<file path="config.mk">
export PLATFORM = sky130hd
export DESIGN_NAME = csk_key_select
export DESIGN_NICKNAME = d
export VERILOG_FILES = /design/src/csk_pkg.sv /design/src/csk_key_store.sv /design/src/csk_key_select.sv
export SDC_FILE = /design/constraint.sdc
export NUM_CORES = 2
export LEC_CHECK = 0
export BUFFER_PORTS_ARGS = -buffer_cell sky130_fd_sc_hd__buf_2
export CAP_MARGIN = 40
export CELL_PAD_IN_SITES_DETAIL_PLACEMENT = 0
export CELL_PAD_IN_SITES_GLOBAL_PLACEMENT = 1
export CORE_ASPECT_RATIO = 0.6
export CORE_MARGIN = 2
export CORE_UTILIZATION = 49
export CTS_BUF_LIST = sky130_fd_sc_hd__clkbuf_4
export CTS_CLUSTER_SIZE = 25
export DETAILED_ROUTE_END_ITERATION = 10
export PLACE_DENSITY = 0.87
export SYNTH_ARGS = -nofsm -noshare
export SYNTH_HDL_FRONTEND = slang
export SYNTH_SLANG_ARGS = --single-unit
</file>
<file path="constraint.sdc">
create_clock -name mclk -period 6.22 [get_ports mclk]
set_input_delay 1.244 -clock mclk [delete_from_list [all_inputs] [get_ports mclk]]
set_output_delay 1.244 -clock mclk [all_outputs]
set_load 0.1 [all_outputs]
</file>
<file path="src/csk_pkg.sv">
// csk_pkg: register map, configuration word layout and codes shared by the
// key source selector and its key store.
// assumes a 32-bit AXI4-Lite register bus with an 8-bit byte address.
package csk_pkg;

  // register byte offsets
  localparam logic [7:0] OFF_CTRL   = 8'h00;
  localparam logic [7:0] OFF_STAT   = 8'h04;
  localparam logic [7:0] OFF_OTP    = 8'h08;
  localparam logic [7:0] OFF_DLO    = 8'h0C;
  localparam logic [7:0] OFF_DHI    = 8'h10;
  localparam logic [7:0] OFF_IST    = 8'h14;
  localparam logic [7:0] OFF_IMSK   = 8'h18;
  localparam logic [7:0] OFF_CFG    = 8'h1C;
  localparam logic [7:0] OFF_SWK0   = 8'h20;
  localparam logic [7:0] OFF_SWK5   = 8'h34;

  // secure_config_word layout
  localparam int CFG_PROGRAMMED_BIT = 30;
  localparam int CFG_TYPE_LSB       = 20;
  localparam int CFG_SKEY_BIT       = 19;
  localparam int CFG_LKSRC_LSB      = 11;
  localparam int CFG_LOCK_BIT       = 10;
  localparam int CFG_PAGE_WRITE_LOCK_LSB     = 1;
  localparam int CFG_SWDIS_BIT      = 0;
  // reserved bit 31 and unimplemented bits 29-28 never program
  localparam logic [31:0] CFG_PROG_MASK = 32'h4FFF_FFFF;

  // control and OTP register fields
  localparam int CTRL_SRC_LSB  = 0;
  localparam int CTRL_MODE_LSB = 4;
  localparam int OTP_CMD_BIT   = 0;
  localparam int OTP_PAGE_LSB  = 1;

  // key modes (DES cipher)
  localparam logic [1:0] MODE_DES1 = 2'h0;
  localparam logic [1:0] MODE_DES2 = 2'h1;
  localparam logic [1:0] MODE_RSVD = 2'h2;
  localparam logic [1:0] MODE_DES3 = 2'h3;

  // stored key page-pair types
  localparam logic [1:0] TYPE_DES12  = 2'h0;
  localparam logic [1:0] TYPE_DES3   = 2'h1;
  localparam logic [1:0] TYPE_AES128 = 2'h2;
  localparam logic [1:0] TYPE_AES256 = 2'h3;

  localparam logic [3:0] SRC_SW   = 4'h0;
  localparam logic [3:0] SRC_KEY1 = 4'h1;
  localparam logic [3:0] SRC_RSVD = 4'hF;

  localparam int          NUM_PAGES = 9;
  localparam logic [3:0]  LAST_PAGE = 4'h8;

  // interrupt event bits
  localparam int EV_PROG_DONE   = 0;
  localparam int EV_PROG_REFUSE = 1;
  localparam int EV_START_REFUSE = 2;
  localparam int EV_W            = 3;

  localparam logic [1:0] RESP_OKAY   = 2'h0;
  localparam logic [1:0] RESP_SLVERR = 2'h2;

endpackage

</file>
<file path="src/csk_key_store.sv">
// csk_key_store: program-once page store, page 0 is the configuration word,
// pages 1..8 each hold one 64-bit stored key.
// a program strobe for a page whose write lock bit is set is ignored here.
`timescale 1ns/1ps
module csk_key_store #(
  parameter int PAGES = csk_pkg::NUM_PAGES
) (
  input  wire logic        mclk,       // system clock
  input  wire logic        rst,        // synchronous reset, high
  input  wire logic        prog_en,    // one-cycle program strobe
  input  wire logic [3:0]  prog_page,  // page to program
  input  wire logic [63:0] prog_data,  // bits to program
  input  wire logic [2:0]  rd_slice,   // stored key slice to read
  output logic      [63:0] rd_data,    // registered key slice
  output logic      [31:0] cfg_word    // configuration word
);

  logic [PAGES-1:0][63:0] page_q;
  logic [PAGES-1:0][63:0] page_d;

  if (PAGES != csk_pkg::NUM_PAGES) begin : g_bad_pages
    $error("csk_key_store: PAGES must be 9");
  end

  // bits only ever go from blank to programmed; a blank bit in the data
  // leaves a programmed bit alone, so nothing is reprogrammed
  for (genvar p = 0; p < PAGES; p++) begin : g_page
    logic locked;
    assign locked = page_q[0][csk_pkg::CFG_PAGE_WRITE_LOCK_LSB + p];
    always_comb begin
      page_d[p] = page_q[p];
      if (prog_en && prog_page == 4'(p) && !locked) begin
        if (p == 0) begin
          page_d[p] = page_q[p]
                    | {32'h0, prog_data[31:0] & csk_pkg::CFG_PROG_MASK};
        end else begin
          page_d[p] = page_q[p] | prog_data;
        end
      end
    end
  end

  // the array stands in for fuses; a reset clears it only so simulation
  // starts from a blank part
  always_ff @(posedge mclk) begin
    if (rst) begin
      page_q  <= '0;
      rd_data <= 64'h0;
    end else begin
      page_q  <= page_d;
      rd_data <= page_q[rd_slice + 3'h1 == 3'h0 ? 4'h8 : {1'b0, rd_slice + 3'h1}];
    end
  end

  assign cfg_word = page_q[0][31:0];

endmodule

</file>
<file path="src/csk_key_select.sv">
// csk_key_select: key source selection and secure configuration for the
// DES/3DES key path, with an AXI4-Lite register slave and interrupt.
// assumes a cipher datapath that asks for each pass key and starts
// operations through op_start_req; single clock, synchronous reset.
`timescale 1ns/1ps
module csk_key_select #(
  parameter int KEY_SLICES = 8
) (
  input  wire logic        mclk,              // system clock, 20 MHz
  input  wire logic        rst,               // synchronous reset, high
  input  wire logic        s_axi_awvalid,     // write address valid
  output logic             s_axi_awready,     // write address ready
  input  wire logic [7:0]  s_axi_awaddr,      // write byte address
  input  wire logic        s_axi_wvalid,      // write data valid
  output logic             s_axi_wready,      // write data ready
  input  wire logic [31:0] s_axi_wdata,       // write data
  input  wire logic [3:0]  s_axi_wstrb,       // byte enables
  output logic             s_axi_bvalid,      // write response valid
  input  wire logic        s_axi_bready,      // write response ready
  output logic      [1:0]  s_axi_bresp,       // write response
  input  wire logic        s_axi_arvalid,     // read address valid
  output logic             s_axi_arready,     // read address ready
  input  wire logic [7:0]  s_axi_araddr,      // read byte address
  output logic             s_axi_rvalid,      // read data valid
  input  wire logic        s_axi_rready,      // read data ready
  output logic      [31:0] s_axi_rdata,       // read data
  output logic      [1:0]  s_axi_rresp,       // read response
  input  wire logic        op_start_req,      // cipher asks to start
  output logic             op_start_ok,       // start granted
  input  wire logic [1:0]  key_pass,          // pass 0,1,2 of the cipher
  output logic      [63:0] key_data,          // key for that pass, 1 late
  output logic      [3:0]  eff_source,        // effective key source
  output logic             key_config_fail,   // live key failure flag
  output logic             program_test_mirror, // configured-page flag
  output logic             irq                // level interrupt
);

  typedef struct packed {
    logic              aw_full;
    logic [7:0]        aw_addr;
    logic              w_full;
    logic [31:0]       w_data;
    logic [3:0]        w_strb;
    logic              bvalid;
    logic [1:0]        bresp;
    logic              rvalid;
    logic [31:0]       rdata;
    logic [1:0]        rresp;
    logic [1:0]        mode;
    logic [3:0]        src;
    logic              otp_cmd;
    logic [3:0]        page;
    logic [31:0]       dlo;
    logic [31:0]       dhi;
    logic [5:0][31:0]  swk;
    logic [2:0]        ist;
    logic [2:0]        imask;
    logic              use_sw;
    logic [63:0]       sw_slice;
  } csk_state_s;

  csk_state_s s_q;
  csk_state_s s_d;

  logic [31:0] cfg;
  logic [63:0] mem_rd;
  logic [2:0]  sl1;
  logic [2:0]  sl2;
  logic [2:0]  sl3;
  logic [2:0]  sel_sl;
  logic        use_sw;
  logic        bad;
  logic [3:0]  lk_src;
  logic [7:0]  lk;
  logic        wr_go;
  logic [csk_pkg::EV_W-1:0] ev;

  if (KEY_SLICES != 8) begin : g_bad_slices
    $error("csk_key_select: KEY_SLICES must be 8");
  end

  csk_key_store u_store (
    .mclk      (mclk),
    .rst       (rst),
    .prog_en   (s_q.otp_cmd),
    .prog_page (s_q.page),
    .prog_data ({s_q.dhi, s_q.dlo}),
    .rd_slice  (sel_sl),
    .rd_data   (mem_rd),
    .cfg_word  (cfg)
  );

  function automatic logic [31:0] wmerge(input logic [31:0] old,
                                         input logic [31:0] nw,
                                         input logic [3:0]  strb);
    logic [31:0] r;
    r = old;
    for (int b = 0; b < 4; b++) begin
      if (strb[b]) begin
        r[8*b +: 8] = nw[8*b +: 8];
      end
    end
    return r;
  endfunction

  function automatic logic [1:0] type_of(input logic [31:0] c,
                                         input logic [2:0]  k);
    // slice k sits in page k+1; pages pair up as (1,2),(3,4),...
    return c[csk_pkg::CFG_TYPE_LSB + 2 * int'(k[2:1]) +: 2];
  endfunction

  function automatic logic page_fail(input logic [31:0] c,
                                     input logic [3:0]  p);
    logic r;
    r = 1'b1;
    if (p <= csk_pkg::LAST_PAGE) begin
      r = c[csk_pkg::CFG_PAGE_WRITE_LOCK_LSB + int'(p)];
    end
    return r;
  endfunction

  // key source decoder, purely combinational
  always_comb begin
    lk     = cfg[csk_pkg::CFG_LKSRC_LSB +: 8];
    lk_src = csk_pkg::SRC_SW;
    for (int i = 0; i < 7; i++) begin
      if (lk[i]) begin
        lk_src = 4'(i + 1);
      end
    end
    if (lk[7]) begin
      lk_src = csk_pkg::SRC_RSVD;
    end
    if (cfg[csk_pkg::CFG_LOCK_BIT]) begin
      eff_source = lk_src;
    end else begin
      eff_source = s_q.src;
    end
    bad    = 1'b0;
    use_sw = 1'b0;
    sl1    = 3'h0;
    sl2    = 3'h0;
    sl3    = 3'h0;
    case (s_q.mode)
      csk_pkg::MODE_DES1: begin
        if (eff_source == csk_pkg::SRC_SW) begin
          use_sw = 1'b1;
        end else if (eff_source <= 4'h7) begin
          sl1 = eff_source[2:0] - 3'h1;
          sl2 = sl1;
          sl3 = sl1;
        end else begin
          bad = 1'b1;
        end
      end
      csk_pkg::MODE_DES2: begin
        if (eff_source == csk_pkg::SRC_SW) begin
          use_sw = 1'b1;
          sl2    = 3'h1;
        end else if (eff_source <= 4'h4) begin
          sl1 = {eff_source[1:0] - 2'h1, 1'b0};
          sl2 = {eff_source[1:0] - 2'h1, 1'b1};
          sl3 = sl1;
        end else begin
          bad = 1'b1;
        end
      end
      csk_pkg::MODE_DES3: begin
        if (eff_source <= csk_pkg::SRC_KEY1) begin
          use_sw = (eff_source == csk_pkg::SRC_SW);
          sl2    = 3'h1;
          sl3    = 3'h2;
        end else if (eff_source == 4'h2) begin
          sl1 = 3'h3;
          sl2 = 3'h4;
          sl3 = 3'h5;
        end else begin
          bad = 1'b1;
        end
      end
      default: begin
        bad = 1'b1;
      end
    endcase
    if (!use_sw && !bad) begin
      for (int q = 0; q < 3; q++) begin
        if (type_of(cfg, q == 0 ? sl1 : (q == 1 ? sl2 : sl3))
            != (s_q.mode == csk_pkg::MODE_DES3 ? csk_pkg::TYPE_DES3
                                                : csk_pkg::TYPE_DES12)) begin
          bad = 1'b1;
        end
      end
    end
    if (cfg[csk_pkg::CFG_SKEY_BIT] && eff_source == csk_pkg::SRC_KEY1) begin
      bad = 1'b1;
    end
    if (cfg[csk_pkg::CFG_SWDIS_BIT] && eff_source == csk_pkg::SRC_SW) begin
      bad = 1'b1;
    end
    key_config_fail = bad;
    case (key_pass)
      2'h0:    sel_sl = sl1;
      2'h1:    sel_sl = sl2;
      default: sel_sl = sl3;
    endcase
  end

  assign op_start_ok         = op_start_req & ~key_config_fail;
  assign program_test_mirror = cfg[csk_pkg::CFG_PROGRAMMED_BIT];
  assign key_data            = s_q.use_sw ? s_q.sw_slice : mem_rd;
  assign irq                 = |(s_q.ist & s_q.imask);

  assign s_axi_awready = ~s_q.aw_full & ~s_q.bvalid;
  assign s_axi_wready  = ~s_q.w_full & ~s_q.bvalid;
  assign s_axi_arready = ~s_q.rvalid;
  assign s_axi_bvalid  = s_q.bvalid;
  assign s_axi_bresp   = s_q.bresp;
  assign s_axi_rvalid  = s_q.rvalid;
  assign s_axi_rdata   = s_q.rdata;
  assign s_axi_rresp   = s_q.rresp;
  assign wr_go         = s_q.aw_full & s_q.w_full & ~s_q.bvalid;

  always_comb begin
    logic [31:0] m;
    logic [2:0]  ix;
    m   = 32'h0;
    ix  = 3'h0;
    s_d = s_q;
    ev  = '0;
    if (s_axi_awvalid && s_axi_awready) begin
      s_d.aw_full = 1'b1;
      s_d.aw_addr = s_axi_awaddr;
    end
    if (s_axi_wvalid && s_axi_wready) begin
      s_d.w_full = 1'b1;
      s_d.w_data = s_axi_wdata;
      s_d.w_strb = s_axi_wstrb;
    end
    // the program strobe lasts one cycle; the store writes on it
    if (s_q.otp_cmd) begin
      s_d.otp_cmd                 = 1'b0;
      ev[csk_pkg::EV_PROG_DONE]   = 1'b1;
    end
    if (op_start_req && key_config_fail) begin
      ev[csk_pkg::EV_START_REFUSE] = 1'b1;
    end
    if (s_q.bvalid && s_axi_bready) begin
      s_d.bvalid = 1'b0;
    end
    if (wr_go) begin
      s_d.aw_full = 1'b0;
      s_d.w_full  = 1'b0;
      s_d.bvalid  = 1'b1;
      s_d.bresp   = csk_pkg::RESP_OKAY;
      case (s_q.aw_addr)
        csk_pkg::OFF_CTRL: begin
          m = wmerge({26'h0, s_q.mode, s_q.src}, s_q.w_data, s_q.w_strb);
          s_d.src  = m[csk_pkg::CTRL_SRC_LSB +: 4];
          s_d.mode = m[csk_pkg::CTRL_MODE_LSB +: 2];
        end
        csk_pkg::OFF_OTP: begin
          m = wmerge({27'h0, s_q.page, 1'b0}, s_q.w_data, s_q.w_strb);
          s_d.page = m[csk_pkg::OTP_PAGE_LSB +: 4];
          if (m[csk_pkg::OTP_CMD_BIT] && !s_q.otp_cmd) begin
            if (key_config_fail
                || page_fail(cfg, m[csk_pkg::OTP_PAGE_LSB +: 4])) begin
              ev[csk_pkg::EV_PROG_REFUSE] = 1'b1;
            end else begin
              s_d.otp_cmd = 1'b1;
            end
          end
        end
        csk_pkg::OFF_DLO:  s_d.dlo = wmerge(s_q.dlo, s_q.w_data, s_q.w_strb);
        csk_pkg::OFF_DHI:  s_d.dhi = wmerge(s_q.dhi, s_q.w_data, s_q.w_strb);
        csk_pkg::OFF_IMSK: begin
          m = wmerge({29'h0, s_q.imask}, s_q.w_data, s_q.w_strb);
          s_d.imask = m[2:0];
        end
        csk_pkg::OFF_IST: begin
          s_d.ist = s_q.ist & ~(s_q.w_strb[0] ? s_q.w_data[2:0] : 3'h0);
        end
        csk_pkg::OFF_STAT, csk_pkg::OFF_CFG: begin
          s_d.bresp = csk_pkg::RESP_OKAY;
        end
        default: begin
          if (s_q.aw_addr >= csk_pkg::OFF_SWK0
              && s_q.aw_addr <= csk_pkg::OFF_SWK5
              && s_q.aw_addr[1:0] == 2'h0) begin
            ix = 3'(s_q.aw_addr[4:2]);
            s_d.swk[ix] = wmerge(s_q.swk[ix], s_q.w_data, s_q.w_strb);
          end else begin
            s_d.bresp = csk_pkg::RESP_SLVERR;
          end
        end
      endcase
    end
    // a clear in the same cycle as an event loses to the event
    s_d.ist = s_d.ist | ev;
    if (s_q.rvalid && s_axi_rready) begin
      s_d.rvalid = 1'b0;
    end
    if (s_axi_arvalid && s_axi_arready) begin
      s_d.rvalid = 1'b1;
      s_d.rresp  = csk_pkg::RESP_OKAY;
      case (s_axi_araddr)
        csk_pkg::OFF_CTRL: s_d.rdata = {26'h0, s_q.mode, s_q.src};
        csk_pkg::OFF_STAT: s_d.rdata = {24'h0, eff_source,
                                        page_fail(cfg, s_q.page),
                                        s_q.otp_cmd, program_test_mirror,
                                        key_config_fail};
        csk_pkg::OFF_OTP:  s_d.rdata = {27'h0, s_q.page, s_q.otp_cmd};
        csk_pkg::OFF_DLO:  s_d.rdata = s_q.dlo;
        csk_pkg::OFF_DHI:  s_d.rdata = s_q.dhi;
        csk_pkg::OFF_IST:  s_d.rdata = {29'h0, s_q.ist};
        csk_pkg::OFF_IMSK: s_d.rdata = {29'h0, s_q.imask};
        csk_pkg::OFF_CFG:  s_d.rdata = cfg;
        default: begin
          // software key words are write-only and read as zero
          s_d.rdata = 32'h0;
          if (!(s_axi_araddr >= csk_pkg::OFF_SWK0
                && s_axi_araddr <= csk_pkg::OFF_SWK5
                && s_axi_araddr[1:0] == 2'h0)) begin
            s_d.rresp = csk_pkg::RESP_SLVERR;
          end
        end
      endcase
    end
    // software key slice for the requested pass, aligned with the store
    s_d.use_sw   = use_sw;
    s_d.sw_slice = 64'h0;
    if (use_sw) begin
      s_d.sw_slice = {s_q.swk[{sel_sl[1:0], 1'b1}],
                      s_q.swk[{sel_sl[1:0], 1'b0}]};
    end
  end

  always_ff @(posedge mclk) begin
    if (rst) begin
      s_q <= '0;
    end else begin
      s_q <= s_d;
    end
  end
endmodule

</file>
; Yosys cells after proc, flatten, opt, wreduce, memory -nomap -nowiden
; Cells that the tools add are included.
[totals]
register_bits = 1062
word_cells = 309
[classes]
addsub = 8
n_lt_le_gt_ge = 16
n_eq_ne = 30
n_shift = 3
muxes = 106
bitwise_logic = 28
reduce_logical = 76
[ops]
columns = op, n
row1 = $or A64 B64 Y64, 8
row2 = $bmux W64 S4, 1
row3 = $pmux W32 S8, 1
row4 = $bwmux W192, 1
row5 = $bmux W32 S2, 2
row6 = $mux W32, 4
row7 = $mux W64, 2
row8 = $mux W8, 16
row9 = $bmux W32 S3, 1
row10 = $demux W32 S3, 1
row11 = $shiftx A32 B7 Y2, 3
row12 = $eq A8 B5 Y1 const B, 8
row13 = $or A64 B31 Y64, 1
row14 = $mux W3, 15
row15 = $mux W4, 9
row16 = $mux W35, 1
row17 = $mux W1, 34
row18 = $logic_and A1 B1 Y1, 33
row19 = $reduce_and A3 Y1, 11
row20 = $eq A8 B4 Y1 const B, 4
row21 = $pmux W3 S3, 3
row22 = $add A5 B3 Y6 const A, 3
row23 = $eq A4 B3 Y1 const B, 4
row24 = $eq A8 B3 Y1 const B, 2
row25 = other kinds (44), 99

; Depth between registers and ports, before layout
[logic_depth]
ltp_word = 28
mapped_depth = 25
ltp_nobuf = 17

; Cells and area by module
; From an unflattened synthesis, not the netlist that was laid out.
[unflattened]
cells_unflattened = 4842
hier_area_um2 = 43480.5
[modules_own_cells]
columns = mod, n_inst, cells_each, area_per_inst_um2
row1 = csk_key_store, 1, 2490, 23580.1
row2 = csk_key_select, 1, 2352, 19900.3

; Least setup slack after synthesis
; OpenSTA, ideal clock, no wires.
[synth_path]
path_kind = flip-flop to flip-flop
from = reg u_store.page_q, in the netlist u_store.cfg_word[15]
to = reg u_store.rd_data[10]
setup_ns = 0.128
t_arrival_ns = 5.305
path_slack_ns = 0.786
path_stages_with_launch = 23
period_less_slack_ns = 5.434
path_cell_list = dfxtp_1 > nor2b_1 > nor3_1 > a31o_1 > buf_4 > ha_1 > nor2b_1 > o31ai_2 > nand3_1 > nor2_1 > a221o_1 > buf_2 > clkbuf_1 > buf_2 > buf_1 > ha_1 > clkbuf_1 > buf_2 > clkbuf_1 > buf_1 > mux4_2 > mux2i_1 > o21ai_0
[synth_via]
elab_chain_cells = 15
elab_cells_between_ends = 33
classes_between = add/sub: 3 / order compare: 3 / eq/ne: 1 / mux: 24 / reduce/logical: 2
[synth_rtl]
columns = element, line
row1 = from (decl), csk_key_store.sv:18  ; logic [PAGES-1:0][63:0] page_q;
row2 = from (signal assigned), csk_key_store.sv:50  ; page_q <= page_d;
row3 = $mux W4 (*) (3 in series), csk_key_select.sv:127  ; if (lk[i]) begin
row4 = $mux W4 (*), csk_key_select.sv:131  ; if (lk[7]) begin
row5 = $mux W4 (*), csk_key_select.sv:134  ; if (cfg[csk_pkg::CFG_LOCK_BIT]) begin
row6 = "$le A4 B3 Y1, or another cell as far along", csk_key_select.sv:148  ; end else if (eff_source <= 4'h7) begin
row7 = "$mux W3, or another cell as far along", csk_key_select.sv:148
row8 = "$mux W3, or another cell as far along", csk_key_select.sv:146  ; if (eff_source == csk_pkg::SRC_SW) begin
row9 = $pmux W3 S3, csk_key_select.sv:144  ; case (s_q.mode)
row10 = $pmux W3 S2 (*), csk_key_select.sv:201  ; case (key_pass)
row11 = $add A3 B1 Y3 (*), csk_key_store.sv:51  ; rd_data <= page_q[rd_slice + 3'h1 == 3'h0 ? 4'h8 : {1'b0, rd_slice + 3'h1}];
row12 = $logic_not A3 Y1, csk_key_store.sv:51
row13 = $mux W4 (*), csk_key_store.sv:51
row14 = $bmux W64 S4 (*), csk_key_store.sv:51
row15 = $mux W64 (*), csk_key_store.sv:51
row16 = to (signal assigned), csk_key_store.sv:51
row17 = to (decl), csk_key_store.sv:14  ; output logic [63:0] rd_data,
; Every way passes the cells marked *; elsewhere a longest branch is shown, timed or not. The select of a mux whose other input is x is not followed.
; A chain may end at the register's enable or synchronous reset.

; Worst setup path after layout
[layout_path]
from = reg u_store.page_q, in the netlist u_store.cfg_word[13]
to = out op_start_ok
[layout_via]
elab_chain_cells = 22
elab_cells_between_ends = 62
classes_between = add/sub: 5 / order compare: 3 / eq/ne: 5 / shift: 3 / mux: 38 / bitwise: 2 / reduce/logical: 6
[layout_rtl]
columns = element, line
row1 = $mux W4 (5 in series), csk_key_select.sv:127
row2 = $mux W4, csk_key_select.sv:131
row3 = $mux W4, csk_key_select.sv:134
row4 = "$le A4 B3 Y1, or another cell as far along", csk_key_select.sv:160  ; end else if (eff_source <= 4'h4) begin
row5 = "$mux W3, or another cell as far along", csk_key_select.sv:160
row6 = "$mux W3, or another cell as far along", csk_key_select.sv:157  ; if (eff_source == csk_pkg::SRC_SW) begin
row7 = $pmux W3 S3, csk_key_select.sv:144
row8 = $add A5 B3 Y6, csk_key_select.sv:109  ; return c[csk_pkg::CFG_TYPE_LSB + 2 * int'(k[2:1]) +: 2];
row9 = $shiftx A32 B7 Y2, csk_key_select.sv:109
row10 = $ne A2 B2 Y1, csk_key_select.sv:188  ; != (s_q.mode == csk_pkg::MODE_DES3 ? csk_pkg::TYPE_DES3
row11 = $mux W1 (3 in series), csk_key_select.sv:187  ; if (type_of(cfg, q == 0 ? sl1 : (q == 1 ? sl2 : sl3))
row12 = $mux W1, csk_key_select.sv:185  ; if (!use_sw && !bad) begin
row13 = $mux W1, csk_key_select.sv:194  ; if (cfg[csk_pkg::CFG_SKEY_BIT] && eff_source == csk_pkg::SRC_KEY1) begin
row14 = $mux W1 (*), csk_key_select.sv:197  ; if (cfg[csk_pkg::CFG_SWDIS_BIT] && eff_source == csk_pkg::SRC_SW) begin
row15 = $not A1 Y1 (*), csk_key_select.sv:208  ; assign op_start_ok = op_start_req & ~key_config_fail;
row16 = $and A1 B1 Y1 (*), csk_key_select.sv:208
row17 = to (decl), csk_key_select.sv:29  ; output logic op_start_ok,
; Every way passes the cells marked *; elsewhere a longest branch is shown, timed or not.

==> out/summary.txt <==
worst-case clock buffer depth - 3
most numerous cell in the Yosys netlist - a21oi_1
Arr. time, crit path - 4870 ps
effective utilization at floorplan - 0.498
CP Capture Type - primary output
worst-skew pair later-pin latency - 1150 ps
utilization after layout - 0.554
placer congestion estimate - 0.949
async set-or-reset flop fraction in the synthesized netlist - 0
first-pass GRT wire length - 213 mm
Final Power - 12,600 uW
Crit Reg-Reg Endpoint - u_store.rd_data[43]
CORE AREA - 84,000 sq um
number of synthesized register bits - 1,025
area fraction of the dominant cell type after synthesis - 0.491
count of boundary I/O pins - 175
type of the tightest min-delay check - primary input to register
TNS Setup - 0 ps
total wirelength of the detailed-routed design - 143 mm
per-instance average area after synthesis - 8.53 sq um
dpl cell area - 43,200 sq um
critical path peak fanout - 5
die outline area - 87,800 sq um
Die Span X - 381 um
number of instances in the synthesized netlist - 4,901
Clock Pin Slew Worst Setup and Hold Paths - 70 ps
Multi-input gate area - 19,300 sq um
termination of the worst setup path - op_start_ok
launch point of the worst reg-to-reg path - u_store.cfg_word[13]
share of cells above drive strength 1 - 0.193
setup repair after global routing missed its margin - true
post-DP HPWL - 88.9 mm
number of vias after detailed routing - 37,000
maximum number of pins on one net before global-route repair - 193
area leader, netlist - dfxtp_1
router iterations before antenna repair - 8
VDD IR-drop max - 0.155 mV
total clock sinks - 1,025
number of unique standard cell types used by synthesis - 66
Chip Height - 230 um
final instance area - 46,600 sq um
final-report hold violation count - 0
predominant post-synthesis flop cell - dfxtp_1
Max Freq - 164 MHz
post-route minimum period - 6110 ps
sequential area share after synthesis - 0.491
TritonCTS clock tree - done
status - complete, no violations
detailed-route vias per instance - 5.92
number of enable-type register cells in the synthesized netlist - 0
Power per Cell Area - 270 nW/um^2
GRT overflow - 0
area overhead of the layout relative to synthesis - 11.4%
startpoint class of the critical path - register
Iteration-0 DRC Markers - 4,751
# Max-Cap Violations - 0
number of global-route vias before repair - 34,000
setup slack of the most critical reg-to-reg path - 1840 ps
post-place setup slack - 747 ps
CTS buffer count - 224
number of nets still failing antenna checks after routing - 0
root buffer selected by CTS - clkbuf_4
Data required, critical path - 4980 ps
net count of the finished layout - 5,000
max-slew violation total from the final report - 0
Fin Clk Skew - 57.7 ps
number of fill cells in the layout - 7,772
routed length per placed instance - 22.8 um
DRC violation count after routing - 0
start point of the critical path - u_store.cfg_word[13]
antenna violations before repair - 6
count of yosys warnings during synthesis - 0
number of core rows - 82
area of the mapped netlist - 41,800 sq um
footprint of the flip-flops and latches - 20,600 sq um
post-route clock period utilization - 0.982
Worst R2R Path Depth - 16
final setup fails - 0
Leakage - 0.0166 uW
headroom to the max-slew limit - 0.323
ranking of synthesized cells by area - dfxtp_1 (49%), a21oi_1 (13%), nand2_1 (7.8%)
GRT Resource Usage Total - 0.316
PortBufs - 172
maximum level of the CTS H-tree - 4
Least-Margin Pin Slew - 1020 ps
leading cell types by count after synthesis - a21oi_1 (1,074), dfxtp_1 (1,025), nand2_1 (870), nor2_1 (690), clkbuf_1 (355)
final setup margin - 109 ps
CP Class - register to primary output
==> how the worst min path moves through the flow <==
stage / startpoint / endpoint / slack, ps / cells after the start
finish: s_axi_rready / s_axi_rvalid / 310 / 2
global route: s_axi_rready / s_axi_rvalid / 290 / 2
CTS: s_axi_rready / s_axi_rvalid / 200 / 2
detailed placement: u_store.page_q[524] / u_store.rd_data[12] / 440 / 2
global placement: u_store.page_q[528] / u_store.rd_data[16] / 440 / 2
floorplan: u_store.page_q[512] / u_store.rd_data[0] / 430 / 2
==> layer usage <==
| metal | up-vias | GRT usage | share of wire | routed length [um] |
|---|---|---|---|---|
| met5 | - | 0 | 0.00018 | 25 |
| met4 | 4 | 0.106 | 0.025 | 3520 |
| met3 | 233 | 0.0736 | 0.11 | 16400 |
| met2 | 2123 | 0.453 | 0.42 | 60200 |
| met1 | 17800 | 0.464 | 0.44 | 62500 |
| li1 | 16800 | - | - | - |
==> logic make-up after synthesis <==
group           count (synthesis)  synth area share
simple gates                 1667             0.156
compound gates               1295             0.169
flops                        1025             0.491
buf+inv                       558            0.0542
mux                           341             0.126
fa+ha+maj                      10           0.00299
xor+xnor                        4          0.000838
other cells                     1         0.0000897
==> through the flow <==
| step | hold WS [ps] | cells |
|---|---|---|
| floorplan | 426 | 4902 |
| global placement | 437 | 5808 |
| detailed placement | 440 | 5822 |
| CTS | 198 | 6229 |
| global route | 287 | 6243 |
| finish | 307 | 6249 |
==> power breakdown <==
| group | switching, uW | internal (uW) |
|---|---|---|
| sequential | 72.2 | 6580 |
| combinational | 281 | 91.5 |
| clock | 2700 | 2870 |
| total | 3050 | 9530 |
==> critical path, cell delays in order, from the launching register on <==
cell and delay, ps:
dfxtp_4 380, nor2_4 40, o311ai_4 280, o21ai_2 150, ha_4 200, nor2b_4 130
o31ai_4 210, nand3_2 170, o41ai_4 450, nor3_4 80, mux2_4 310, a221o_1 340
or2_4 270, o21ai_4 330, and2_4 230, buf_12 170
==> sequential cells by signal (all words and copies together) (netlist names) <==
signal and flops:
s_axi_rdata 32, s_axi_rvalid 1, u_store.cfg_word 29, s_axi_bresp 1, s_axi_bvalid 1, s_axi_rresp 1
u_store.page_q 512, s_q 384, u_store.rd_data 64
==> repair_timing <==
action	in CTS	in global routing
hold buffers	0	0
resized for setup	17	22
setup buffers	2	11
endpoints found under the setup margin	2	2
pin swaps	6	13
==> placed cells by master (no fill, tap or decap), types with 5 or more instances in the layout <==
cell	n
clkbuf_4	348
clkinv_2	7
mux2i_1	72
nand2b_1	9
a22oi_1	32
inv_1	84
o21ai_0	40
nor2_1	684
a222oi_1	8
nand3_1	15
mux4_2	134
dfxtp_4	8
clkinv_1	36
buf_12	14
nand2_2	5
diode_2	8
inv_2	7
and2_1	15
buf_2	171
buf_4	74
o22ai_1	33
bufinv_16	8
nor3_2	5
nor3_1	14
nand2_1	865
ha_1	7
dfxtp_2	5
dfxtp_1	1012
a221oi_1	39
a211o_1	35
nor3b_2	7
a31oi_1	6
a21oi_1	1074
mux2_2	134
or2_2	5
==> area by class of cell <==
cell class / count / share of cell area
multi-input combinational: 3319 / 0.414
sequential: 1025 / 0.441
antenna: 8 / 0.000430
tap: 1134 / 0.0305
clock inverter: 57 / 0.00972
inverter: 90 / 0.00725
timing repair buffer: 268 / 0.0402
clock buffer: 348 / 0.0561
(Power assumes the default switching activity.)
